File: src/hdl/serial_defs.svh
// constants for the serial controller common register set
// assumes a byte-addressed register port with 32-bit data words
//
// Contract
// enable bits are read/write; a cleared enable suppresses its interrupt
// bit 14 gates parity error, bit 13 framing error; first unit only
// bits 12..9 gate tx B, tx A, rx B, rx A buffer unloaded
// bits 8..5 gate no-ack, command done, byte sent, byte received
// bit 4 raises an interrupt while the underrun flag is set
// bit 3 raises overrun from serial overrun or either buffer overrun
// bit 2 raises line idle from the active serial mode
// bit 1 raises transmit space from the active serial mode
// bit 0 raises receive available from the active serial mode
// trigger bit 2: idle interrupt on edge (0) or level (1)
// trigger bit 1: transmit space interrupt on edge or level
// trigger bit 0: receive available interrupt on edge or level
// a data port write pushes bits 7..0 into the transmit fifo
// a data port read pops the receive fifo and clears overrun
// uart mode read loads error status of next byte, clears if empty
// mode field: 00 none, 01 uart, 10 spi, 11 i2c
// the second unit offers no uart mode
// software writes reserved bits as zero; everything resets to zero
// receive available is set while unread received data remain
// one request: or of enabled conditions; edge sources pulse on rise
// data port reads zero above bit 7; upper write bits ignored
`ifndef SERIAL_DEFS_SVH
`define SERIAL_DEFS_SVH

// register byte offsets
`define OFS_IRQ_EN 16'hA848
`define OFS_IRQ_TRIG 16'hA854
`define OFS_DATA 16'hC83C
`define OFS_MODE 16'hC854
`define OFS_STATUS 16'hC860

// field widths and positions
`define EN_BITS 15
`define TRIG_BITS 3
`define MODE_BITS 2
`define BYTE_BITS 8
`define BIT_PARITY_EN 14
`define BIT_FRAME_EN 13
`define BIT_UNDERRUN 4
`define BIT_OVERRUN 3
`define BIT_IDLE 2
`define BIT_TXSPACE 1
`define BIT_RXAVAIL 0

// mode codes
`define MODE_NONE 2'h0
`define MODE_UART 2'h1
`define MODE_SPI 2'h2
`define MODE_I2C 2'h3

// reset values
`define RST_WORD 32'h0000_0000
`define RST_EN 15'h0000
`define RST_TRIG 3'h0

// fifo geometry
`define FIFO_AW 2
`define FIFO_DEPTH 3'h4
`define RX_W 10

`endif

File: src/hdl/serial_pkg.sv
// types shared by the serial controller common register set
// assumes serial_defs.svh supplies the widths
`include "serial_defs.svh"
package serial_pkg;
   typedef logic [`BYTE_BITS-1:0] byte_t;
   typedef logic [`MODE_BITS-1:0] mode_t;
   typedef logic [`EN_BITS-1:0] irq_vec_t;
   typedef logic [`FIFO_AW-1:0] ptr_t;
   typedef logic [`FIFO_AW:0] count_t;
endpackage

File: src/hdl/fifo_mem.sv
// small fifo storage with one write and one registered read port
// assumes pointers are kept by the instantiating logic
`timescale 1ns/1ps
module fifo_mem #(
   parameter int DW = 8,
   parameter int AW = 2
) (
   input wire logic mclk,
   input wire logic nrst,
   input wire logic wrEn,
   input wire logic [AW-1:0] wrAddr,
   input wire logic [DW-1:0] wrData,
   input wire logic [AW-1:0] rdAddr,
   output logic [DW-1:0] rdData
);
   logic [DW-1:0] mem [0:(1<<AW)-1];

   always_ff @(posedge mclk) begin
      if (wrEn) begin
         mem[wrAddr] <= wrData;
      end
   end

   // write-through keeps the head valid when writing into an empty queue
   always_ff @(posedge mclk or negedge nrst) begin
      if (!nrst) begin
         rdData <= '0;
      end else if (wrEn && (wrAddr == rdAddr)) begin
         rdData <= wrData;
      end else begin
         rdData <= mem[rdAddr];
      end
   end
endmodule // fifo_mem

File: src/hdl/irq_trigger.sv
// edge or level qualifier for one interrupt condition
// assumes cond comes from logic on the same clock
`timescale 1ns/1ps
module irq_trigger (
   input wire logic mclk,
   input wire logic nrst,
   input wire logic cond,
   input wire logic levelMode,
   output logic hit
);
   logic cond_ff;

   always_ff @(posedge mclk or negedge nrst) begin
      if (!nrst) begin
         cond_ff <= 1'b0;
      end else begin
         cond_ff <= cond;
      end
   end

   // level follows the condition, edge only on its rise
   assign hit = levelMode ? cond : (cond & ~cond_ff);
endmodule // irq_trigger

File: src/hdl/serial_ctrl_common_regs.sv
// common registers of one serial controller unit
// assumes serializers, i2c engine and dma run on mclk
//
// The address-and-strobe port was chosen for this implementation.
`timescale 1ns/1ps
`include "serial_defs.svh"
module serial_ctrl_common_regs import serial_pkg::*; #(
   parameter bit FIRST_UNIT = 1'b1
) (
   input wire logic mclk,
   input wire logic nrst,
   input wire logic [15:0] regAddr,
   input wire logic [31:0] regWrData,
   input wire logic regWr,
   input wire logic regRd,
   output logic [31:0] regRdData,
   input wire logic txPop,
   input wire logic txShiftIdle,
   output logic [7:0] txByte,
   output logic txValid,
   input wire logic rxPush,
   input wire logic [7:0] rxByte,
   input wire logic rxParErr,
   input wire logic rxFrmErr,
   input wire logic noAckFlag,
   input wire logic busCmdDoneFlag,
   input wire logic byteSentFlag,
   input wire logic byteGotFlag,
   input wire logic txBufBUnloaded,
   input wire logic txBufAUnloaded,
   input wire logic rxBufBUnloaded,
   input wire logic rxBufAUnloaded,
   input wire logic underrunFlag,
   input wire logic dmaOverrunA,
   input wire logic dmaOverrunB,
   output logic [1:0] modeSel,
   output logic irqReq,
   output logic overrunFlag,
   output logic parityErrFlag,
   output logic frameErrFlag
);

   ////////////////////////////////////////////////////////////////////////
   // register decode

   logic wrEn;
   logic wrTrig;
   logic wrData;
   logic wrMode;
   logic rdData;
   irq_vec_t enMask;
   irq_vec_t irqEn_ff;
   logic [`TRIG_BITS-1:0] trig_ff;
   mode_t mode_ff;
   mode_t reqMode;

   assign wrEn = regWr && (regAddr == `OFS_IRQ_EN);
   assign wrTrig = regWr && (regAddr == `OFS_IRQ_TRIG);
   assign wrData = regWr && (regAddr == `OFS_DATA);
   assign wrMode = regWr && (regAddr == `OFS_MODE);
   assign rdData = regRd && (regAddr == `OFS_DATA);
   assign reqMode = mode_t'(regWrData[`MODE_BITS-1:0]);

   // error enables do not exist in the second unit
   assign enMask = FIRST_UNIT ? {`EN_BITS{1'b1}} :
      ~((irq_vec_t'(1) << `BIT_PARITY_EN) |
        (irq_vec_t'(1) << `BIT_FRAME_EN));

   ////////////////////////////////////////////////////////////////////////
   // control registers

   always_ff @(posedge mclk or negedge nrst) begin
      if (!nrst) begin
         irqEn_ff <= `RST_EN;
      end else if (wrEn) begin
         irqEn_ff <= regWrData[`EN_BITS-1:0] & enMask;
      end
   end

   always_ff @(posedge mclk or negedge nrst) begin
      if (!nrst) begin
         trig_ff <= `RST_TRIG;
      end else if (wrTrig) begin
         trig_ff <= regWrData[`TRIG_BITS-1:0];
      end
   end

   // uart request is refused in the second unit, mode stays as it was
   always_ff @(posedge mclk or negedge nrst) begin
      if (!nrst) begin
         mode_ff <= `MODE_NONE;
      end else if (wrMode) begin
         if (FIRST_UNIT || (reqMode != `MODE_UART)) begin
            mode_ff <= reqMode;
         end
      end
   end

   assign modeSel = mode_ff;

   logic uartMode;
   logic serialMode;

   assign uartMode = FIRST_UNIT && (mode_ff == `MODE_UART);
   assign serialMode = uartMode || (mode_ff == `MODE_SPI);

   ////////////////////////////////////////////////////////////////////////
   // transmit fifo

   ptr_t txWrPtr_ff;
   ptr_t txRdPtr_ff;
   count_t txCount_ff;
   count_t nxt_txCount;
   logic txPush;
   logic txTake;
   ptr_t txRdAddr;
   logic txValid_ff;

   assign txPush = wrData && (txCount_ff != `FIFO_DEPTH);
   assign txTake = txPop && (txCount_ff != '0);
   assign txRdAddr = txTake ? ptr_t'(txRdPtr_ff + 1'b1) : txRdPtr_ff;

   always_comb begin
      nxt_txCount = txCount_ff;
      if (txPush && !txTake) begin
         nxt_txCount = count_t'(txCount_ff + 1'b1);
      end else if (txTake && !txPush) begin
         nxt_txCount = count_t'(txCount_ff - 1'b1);
      end
   end

   always_ff @(posedge mclk or negedge nrst) begin
      if (!nrst) begin
         txWrPtr_ff <= '0;
         txRdPtr_ff <= '0;
         txCount_ff <= '0;
         txValid_ff <= 1'b0;
      end else begin
         if (txPush) begin
            txWrPtr_ff <= ptr_t'(txWrPtr_ff + 1'b1);
         end
         txRdPtr_ff <= txRdAddr;
         txCount_ff <= nxt_txCount;
         txValid_ff <= (nxt_txCount != '0);
      end
   end

   assign txValid = txValid_ff;

   fifo_mem #(
      .DW(`BYTE_BITS),
      .AW(`FIFO_AW)
   ) txMem (
      .mclk(mclk),
      .nrst(nrst),
      .wrEn(txPush),
      .wrAddr(txWrPtr_ff),
      .wrData(regWrData[`BYTE_BITS-1:0]),
      .rdAddr(txRdAddr),
      .rdData(txByte)
   );

   ////////////////////////////////////////////////////////////////////////
   // receive fifo

   ptr_t rxWrPtr_ff;
   ptr_t rxRdPtr_ff;
   count_t rxCount_ff;
   count_t nxt_rxCount;
   logic rxStore;
   logic rxTake;
   logic rxLost;
   ptr_t rxRdAddr;
   logic [`RX_W-1:0] rxHead;

   assign rxStore = rxPush && (rxCount_ff != `FIFO_DEPTH);
   assign rxLost = rxPush && (rxCount_ff == `FIFO_DEPTH);
   assign rxTake = rdData && (rxCount_ff != '0);
   assign rxRdAddr = rxTake ? ptr_t'(rxRdPtr_ff + 1'b1) : rxRdPtr_ff;

   always_comb begin
      nxt_rxCount = rxCount_ff;
      if (rxStore && !rxTake) begin
         nxt_rxCount = count_t'(rxCount_ff + 1'b1);
      end else if (rxTake && !rxStore) begin
         nxt_rxCount = count_t'(rxCount_ff - 1'b1);
      end
   end

   always_ff @(posedge mclk or negedge nrst) begin
      if (!nrst) begin
         rxWrPtr_ff <= '0;
         rxRdPtr_ff <= '0;
         rxCount_ff <= '0;
      end else begin
         if (rxStore) begin
            rxWrPtr_ff <= ptr_t'(rxWrPtr_ff + 1'b1);
         end
         rxRdPtr_ff <= rxRdAddr;
         rxCount_ff <= nxt_rxCount;
      end
   end

   fifo_mem #(
      .DW(`RX_W),
      .AW(`FIFO_AW)
   ) rxMem (
      .mclk(mclk),
      .nrst(nrst),
      .wrEn(rxStore),
      .wrAddr(rxWrPtr_ff),
      .wrData({rxFrmErr, rxParErr, rxByte}),
      .rdAddr(rxRdAddr),
      .rdData(rxHead)
   );

   ////////////////////////////////////////////////////////////////////////
   // overrun and uart error status

   logic overrun_ff;
   logic loadTags_ff;
   logic parity_ff;
   logic frame_ff;

   // a lost byte in the same cycle as the clearing read wins
   always_ff @(posedge mclk or negedge nrst) begin
      if (!nrst) begin
         overrun_ff <= 1'b0;
      end else if (rxLost) begin
         overrun_ff <= 1'b1;
      end else if (rdData) begin
         overrun_ff <= 1'b0;
      end
   end

   // head tags are valid one cycle after the pop or first store
   always_ff @(posedge mclk or negedge nrst) begin
      if (!nrst) begin
         loadTags_ff <= 1'b0;
      end else begin
         loadTags_ff <= rxTake || (rxStore && (rxCount_ff == '0));
      end
   end

   always_ff @(posedge mclk or negedge nrst) begin
      if (!nrst) begin
         parity_ff <= 1'b0;
         frame_ff <= 1'b0;
      end else if (!uartMode) begin
         parity_ff <= 1'b0;
         frame_ff <= 1'b0;
      end else if (loadTags_ff) begin
         parity_ff <= (rxCount_ff != '0) && rxHead[`BYTE_BITS];
         frame_ff <= (rxCount_ff != '0) && rxHead[`BYTE_BITS+1];
      end
   end

   assign overrunFlag = overrun_ff;
   assign parityErrFlag = parity_ff;
   assign frameErrFlag = frame_ff;

   ////////////////////////////////////////////////////////////////////////
   // interrupt conditions

   logic idleCond;
   logic txSpaceCond;
   logic rxAvailCond;
   irq_vec_t cond;
   irq_vec_t hit;
   logic irq_ff;

   assign idleCond = serialMode && (txCount_ff == '0) && txShiftIdle;
   assign txSpaceCond = serialMode && (txCount_ff != `FIFO_DEPTH);
   assign rxAvailCond = serialMode && (rxCount_ff != '0);

   always_comb begin
      cond = '0;
      cond[14] = parity_ff;
      cond[13] = frame_ff;
      cond[12] = txBufBUnloaded;
      cond[11] = txBufAUnloaded;
      cond[10] = rxBufBUnloaded;
      cond[9] = rxBufAUnloaded;
      cond[8] = noAckFlag;
      cond[7] = busCmdDoneFlag;
      cond[6] = byteSentFlag;
      cond[5] = byteGotFlag;
      cond[`BIT_UNDERRUN] = underrunFlag;
      cond[`BIT_OVERRUN] = (serialMode && overrun_ff) ||
         dmaOverrunA || dmaOverrunB;
      cond[`BIT_IDLE] = idleCond;
      cond[`BIT_TXSPACE] = txSpaceCond;
      cond[`BIT_RXAVAIL] = rxAvailCond;
   end

   assign hit[`EN_BITS-1:`TRIG_BITS] = cond[`EN_BITS-1:`TRIG_BITS];

   genvar gi;
   generate
      for (gi = 0; gi < `TRIG_BITS; gi++) begin : gTrig
         irq_trigger trigUnit (
            .mclk(mclk),
            .nrst(nrst),
            .cond(cond[gi]),
            .levelMode(trig_ff[gi]),
            .hit(hit[gi])
         );
      end
   endgenerate

   always_ff @(posedge mclk or negedge nrst) begin
      if (!nrst) begin
         irq_ff <= 1'b0;
      end else begin
         irq_ff <= |(hit & irqEn_ff);
      end
   end

   assign irqReq = irq_ff;

   ////////////////////////////////////////////////////////////////////////
   // read data

   logic [31:0] rdWord_ff;
   logic [31:0] nxt_rdWord;

   always_comb begin
      nxt_rdWord = `RST_WORD;
      if (regRd) begin
         case (regAddr)
            `OFS_IRQ_EN: begin
               nxt_rdWord = {17'h0_0000, irqEn_ff};
            end
            `OFS_IRQ_TRIG: begin
               nxt_rdWord = {29'h0000_0000, trig_ff};
            end
            `OFS_DATA: begin
               if (rxCount_ff != '0) begin
                  nxt_rdWord = {24'h00_0000, rxHead[`BYTE_BITS-1:0]};
               end
            end
            `OFS_MODE: begin
               nxt_rdWord = {30'h0000_0000, mode_ff};
            end
            `OFS_STATUS: begin
               nxt_rdWord = {26'h000_0000, frame_ff, parity_ff, overrun_ff,
                  idleCond, txSpaceCond, rxAvailCond};
            end
            default: begin
               nxt_rdWord = `RST_WORD;
            end
         endcase
      end
   end

   always_ff @(posedge mclk or negedge nrst) begin
      if (!nrst) begin
         rdWord_ff <= `RST_WORD;
      end else begin
         rdWord_ff <= nxt_rdWord;
      end
   end

   assign regRdData = rdWord_ff;

endmodule // serial_ctrl_common_regs

File: config.mk
export PLATFORM = sky130hd
export DESIGN_NAME = serial_ctrl_common_regs
export DESIGN_NICKNAME = d
export VERILOG_FILES = /design/src/hdl/serial_pkg.sv /design/src/hdl/fifo_mem.sv /design/src/hdl/irq_trigger.sv /design/src/hdl/serial_ctrl_common_regs.sv
export VERILOG_INCLUDE_DIRS = /design/src /design/src/hdl
export SDC_FILE = /design/constraint.sdc
export NUM_CORES = 1
export LEC_CHECK = 0
export BUFFER_PORTS_ARGS = -buffer_cell sky130_fd_sc_hd__buf_4
export CAP_MARGIN = 30
export CORE_UTILIZATION = 60
export CTS_CLUSTER_SIZE = 10
export DETAILED_ROUTE_END_ITERATION = 7
export GPL_TIMING_DRIVEN = 0
export HOLD_SLACK_MARGIN = 0.02
export MAX_ROUTING_LAYER = met4
export PLACE_DENSITY = 0.84
export SLEW_MARGIN = 20
export SYNTH_ARGS = -nofsm -noshare
export SYNTH_HDL_FRONTEND = slang
export SYNTH_SLANG_ARGS = --single-unit
File: constraint.sdc
create_clock -name mclk -period 6.7 [get_ports mclk]
set_input_delay 1.34 -clock mclk [delete_from_list [all_inputs] [get_ports mclk]]
set_output_delay 1.34 -clock mclk [all_outputs]
set_load 0.005 [all_outputs]
==> results of run 1 <==
==> layout by cell type, fill, tap and decap left out, types with 4 or more instances in the layout <==
master     instances
a211oi_1          38
a211oi_2          19
a21o_1             9
a21oi_1            4
a222oi_1           7
a22oi_1            6
a32oi_1           10
and2_1            11
and3_1            10
buf_2             12
buf_4            111
clkbuf_1          14
clkbuf_16         17
conb_1            17
dfrtp_1           76
edfxtp_1          72
ha_1              13
inv_1             12
inv_6              4
mux2_1            10
mux2_2            19
mux4_2             6
nand2_1           15
nand2b_1          10
nand3_1           18
nand4_1            4
nor2_1            25
nor3_1            13
nor3b_1            4
o21ai_0            5
o21ai_1            9
o31a_1            10
or2_2             28
or3_1             12
xnor2_1            7
xor2_1             4
==> critical path: stages <==
cell	delay, ns
buf_4	0.13
or4b_4	0.56
nor4_4	0.50
nand2_2	0.15
buf_6	0.20
ha_1	0.21
inv_1	0.08
fa_1	0.40
mux2_2	0.27
==> cells by family (layout without fill, tap and decap cells) <==
group           count (synthesis)  after routing  share of synthesized area, %
compound gates                131            131                          14.5
xor+xnor                       13             13                          1.87
fa+ha+maj                      16             16                          2.70
buf+inv                        66            187                          5.01
flops                         148            148                          54.2
mux                            40             40                          7.26
other cells                     1             17                        0.0500
simple gates                  173            173                          14.4
==> worst paths after layout <==
kind / startpoint / endpoint / slack [ns] / cells after the start
min: rxMem.rdData[6] / regRdData[6] / 0.49 / 1
min in group asynchronous: nrst / txMem.rdData[4] / 0.77 / 1
max in group asynchronous: nrst / rxMem.rdData[2] / 5.37 / 2
min reg2reg: rxMem.rdData[6] / regRdData[6] / 0.49 / 1
max reg2reg: txCount_ff[1] / txMem.rdData[6] / 3.97 / 9
max: regAddr[9] / rxCount_ff[1] / 3.18 / 9
==> sequential cells by signal, summed over array words and instances (netlist names), 2 cells and up <==
signal	flops
txMem.mem	32
modeSel	2
rxMem.mem	40
txMem.rdData	8
rxWrPtr_ff	2
irqEn_ff	15
rxCount_ff	3
txRdPtr_ff	2
rxMem.rdData	10
txCount_ff	3
rxRdPtr_ff	2
regRdData	15
gTrig.trigUnit.cond_ff	3
txWrPtr_ff	2
trig_ff	3
==> layout make-up <==
cell class,instances,area share (%)
inverter,13,0.538
buffer,53,3.60
clock buffer,18,4.73
sequential,148,44.8
multi-input combinational,390,34.3
clock inverter,14,2.15
tap,168,2.32
timing repair buffer,89,7.58
==> per-layer routing <==
metal  vias up  GRT usage (%)
met3        29           5.74
met4         0           12.5
met5         -              -
met2       221           54.9
met1      2762           35.1
li1       2455              -
==> synth_stat cells (all sizes together), types with 4 or more instances <==
cell type	count
nand2b	11
o21ai	14
and3	10
a222oi	7
xnor2	8
a22oi	6
xor2	5
or2	28
o31a	10
nand3	18
dfrtp	76
mux4	8
a211oi	57
edfxtp	72
clkbuf	14
ha	13
inv	12
nand2	16
buf	39
mux2	29
or3	12
nor3b	4
a32oi	10
a21oi	4
nor3	14
nand4	5
and2	12
nor2	25
a21o	9
==> per-stage QoR <==
step / util [%] / cell area, sq um / instances
global route: 74.9 / 9080 / 893
global placement: 69.6 / 8430 / 860
floorplan: - / 7550 / 604
CTS: 74.7 / 9050 / 892
finish: 74.9 / 9080 / 893
detailed placement: 69.6 / 8430 / 860
==> power by group through the flow <==
stage	registers (mW)	logic, mW	clock network (mW)
finish	1.18	0.641	1.00
global route	1.19	0.696	1.05
CTS	1.18	0.640	1.01
detailed placement	1.20	0.632	0
global placement	1.19	0.601	0
floorplan	1.18	0.436	0
==> results.toml, run 1 <==
[pwr]
p_seq_share_pct = 41.7
peakVddDrop_uv = 142
p_switching_mw = 0.807
intPower_mw = 2.02
leakage_nw = 3.71
pwr_density_cell_mw_per_mm2 = 311
swShare_pct = 28.6
clock_power_share_pct = 35.6
combPwrFrac_pct = 22.7
totalPowerFinal_mw = 2.82

[clocking]
cts_made_buffers = 17
ctsHtreeMaxLevel = 4
clkSlewWorstSetupHoldPaths_ns = 0.06
cts_hold_buf = 0
clockBufferDepth = 2
clock_sinks = 148
insertion_delay_ns = 0.43
cts-root-buf = "clkbuf_16"
post-cts-setup-buffers = 0
cts_resized = 0
tritoncts = "built"

[global_route]
grt-ovfl-total = 0
antenna_found_initial = 0
grt_pass1_vias = 5516
track_usage_pct = 31.2
grt_max_degree = 77
grt_pass1_wl_microns = 29100

[final_layout]
layout-drive-gt1-share_pct = 34.1
fill_cells = 772
antenna_cells = 0
nets = 802
register_area_sq_mm = 0.00406
multi_input_area_sq_mm = 0.00312
area_growth_pct = 21.1

[route]
vias_per_cell = 6.12
dr_wl_met3_microns = 1040
routedWlPerCell_microns = 20.8
vias = 5467
wl_met1_microns = 7040
ant_nets = 0
dr.max_layer_used = "met4"
route.detailed.drc = 0
routed_wl_microns = 18600
drt_pre_antenna_iters = 5
drt_iter0_drc = 509
wl_met2_microns = 10100

[placed_design]
dp.final_hpwl_microns = 13100
gp_congestion = 0.905
place_ws_ns = 2.76
numPortBuffers = 88

[worst_setup_path]
startpoint_type = "input port"
crit_type = "in -> reg"
crit_path_max_fanout = 10
end_kind = "flip-flop"
worstPathArrival_ns = 3.83
required_ns = 7.01

[synth]
synth_edf_count = 72
ys.flop_type = "dfrtp_1"
netlist_instances = 588
synthDistinctLibCells = 72
synth.top_cell.area_share_pct = 28.8
async_flop_share_pct = 51.4
synth_top_cell_by_area = "edfxtp_1"
ys_warn_count = 0
ys_ff_latch = 148
synth.area.top_cells = "edfxtp_1 29%, dfrtp_1 25%, a211oi_1 3.8%, a211oi_2 3.2%, mux2_2 2.9%"
ys_seq_area_share_pct = 54.2
syn_area_per_cell_sq_um = 12.7
synth_area_sq_mm = 0.00749

[floorplanning]
core-area_sq_mm = 0.0121
rows = 40
start_util_pct = 61.9
io_pins = 123
die_h_microns = 114
die-area_sq_mm = 0.0129
chipWidth_microns = 114

[timing]
max_clock_freq_ghz = 0.284
setup_tns_ns = 0
worst_pin_slew_ns = 0.958
drv_slew = 0
period_share_pct = 52.5
setup_viol = 0
maxSlewHeadroom_pct = 35.6
clock_skew_ns = 0.00812
rsz0062_at_grt = "false"
period_minus_slack_ns = 3.52
fin_hold_ws_ns = 0.492
finalHoldViolations = 0
finalWorstSetupSlack_ns = 3.18

[hold_path]
hp-class = "reg -> reg"

[flow_run]
cap_viol_max_count = 0

[status]
status = "finished clean"
Note: power is estimated with default switching activity, not from simulation.
==> run 2, diff against run 1 <==
- CORE_UTILIZATION: 60 -> 57
- PLACE_DENSITY: 0.84 -> 0.8
- clock period: 6.7 -> 3.53 ns (I/O delays scaled with it)
==> run 2 against run 1 <==
Compared with the run above: power grew 89%; final cell count is 0.45% higher; via count fell by 2.1%; worst hold slack worse by 0.35 ns; sequential share of layout area about the same; count of clock-buffer cells in the layout down 1; critical path type unchanged; critical endpoint unchanged.
==> results.toml, run 2 (synthesis results as in run 1) <==
[route]
drt_pre_antenna_iters = 7
ant_nets = 0
route.detailed.drc = 0
routed_wl_microns = 18500
drt_iter0_drc = 509
vias = 5354
routedWlPerCell_microns = 20.6
vias_per_cell = 5.97

[floorplanning]
start_util_pct = 58.9
die-area_sq_mm = 0.0136
die_h_microns = 117
io_pins = 123
rows = 41
chipWidth_microns = 117
core-area_sq_mm = 0.0127

[timing]
max_clock_freq_ghz = 0.347
maxSlewHeadroom_pct = 34.0
period_minus_slack_ns = 2.88
period_share_pct = 81.7
finalHoldViolations = 0
worst_pin_slew_ns = 0.982
drv_slew = 0
setup_tns_ns = 0
rsz0062_at_grt = "false"
setup_viol = 0
clock_skew_ns = 0.00677

[clocking]
clock_sinks = 148
cts_made_buffers = 17
tritoncts = "built"
post-cts-setup-buffers = 0
ctsHtreeMaxLevel = 4
cts_hold_buf = 0
clockBufferDepth = 2
insertion_delay_ns = 0.43
cts_resized = 0
cts-root-buf = "clkbuf_16"
clkSlewWorstSetupHoldPaths_ns = 0.07

[placed_design]
dp.final_hpwl_microns = 13100
numPortBuffers = 88
gp_congestion = 0.893
place_area_sq_mm = 0.00843

[worst_setup_path]
end_kind = "flip-flop"
startpoint_type = "input port"
crit_chain = "buf_4 -> or4b_4 -> nor4_4 -> nand2_2 -> buf_6 -> ha_1 -> inv_1 -> fa_1 -> mux2_2"
crit_path_max_fanout = 10
crit_buf_inv = 3
required_ns = 3.84
slowest_stage = "or4b_4"
crit_type = "in -> reg"
cpPeakStageDelay_ns = 0.55
worstPathArrival_ns = 3.20
cp_top_family = "simple AND/OR/NAND/NOR gates"

[flow_run]
cap_viol_max_count = 0

[global_route]
grt_pass1_vias = 5586
grt_pass1_wl_microns = 28500
antenna_found_initial = 0
grt-ovfl-total = 0
track_usage_pct = 29.5
grt_max_degree = 77

[final_layout]
layout-drive-gt1-share_pct = 34.2
layout_commonest_cell = "buf_4"
final_area_sq_mm = 0.00907
largestRegisters = "rxMem.mem x40, txMem.mem x32"
largest_register_ff_count = 40
final_cell_mix = "111 x buf_4, 76 x dfrtp_1, 72 x edfxtp_1, 38 x a211oi_1, 28 x or2_2"
nets = 802
area_growth_pct = 21.0
largest-register = "rxMem.mem"
antenna_cells = 0

[pwr]
leakage_nw = 3.70
peakVddDrop_uv = 298
pwr_density_cell_mw_per_mm2 = 588

[status]
status = "finished clean"

[hold_path]
hp-class = "in -> async"
-- run 2: final timing paths --
kind	cells after the start	slack (ns)	from	end
min in group mclk	2	0.50	regWrData[11]	irqEn_ff[11]
max reg2reg	9	0.82	txCount_ff[1]	txMem.rdData[5]
min reg2reg	1	0.50	rxMem.rdData[6]	regRdData[6]
max	9	0.65	regAddr[9]	rxCount_ff[1]
min	1	0.14	nrst	txRdPtr_ff[0]
max in group asynchronous	2	2.83	nrst	irqEn_ff[7]
-- run 2: layout make-up --
class / instances / area [sq um]
sequential: 148 / 4060
fill: 911 / 3650
multi-input combinational: 390 / 3120
timing repair buffer: 89 / 688
clock buffer: 17 / 425
buffer: 53 / 327
tap: 172 / 215
clock inverter: 15 / 188
inverter: 13 / 48.8
-- run 2: per-stage QoR --
| stage | hold slack [ns] | util (%) | power, mW | std cells | setup WS (ns) |
|---|---|---|---|---|---|
| 2_1_floorplan | 0.410 | - | 3.06 | 604 | 0.593 |
| 3_3_place_gp | 0.477 | 66.3 | 3.41 | 864 | 0.266 |
| 3_5_place_dp | 0.492 | 66.3 | 3.48 | 864 | 0.220 |
| 4_1_cts | 0.461 | 71.1 | 5.34 | 896 | 0.666 |
| 5_1_grt | 0.150 | 71.3 | 5.56 | 897 | 0.550 |
| 6_report | 0.142 | 71.3 | 5.34 | 897 | 0.645 |
-- run 2: power by group --
part           switching, mW  total (mW)  internal [mW]
Sequential             0.152        2.24           2.09
Combinational          0.614        1.22          0.606
Clock                  0.803        1.88           1.08
Total                   1.57        5.34           3.77
-- run 2: layer usage --
metal / vias to the layer above / global-route usage, % / part of all wire, %
met3: 44 / 5.97 / 5.3
li1: 2460 / - / -
met5: - / - / 0
met2: 221 / 52.3 / 53
met4: 0 / 11.8 / 2.4
met1: 2629 / 32.4 / 39
-- run 2: worst reg2reg max path: cells and delay by family, from the launching register on --
family / cells / cell delay, ns
simple gates: 3 / 0.70
mux: 1 / 0.40
fa+ha+maj: 1 / 0.26
xor+xnor: 2 / 0.61
buf+inv: 2 / 0.25
flops: 1 / 0.38
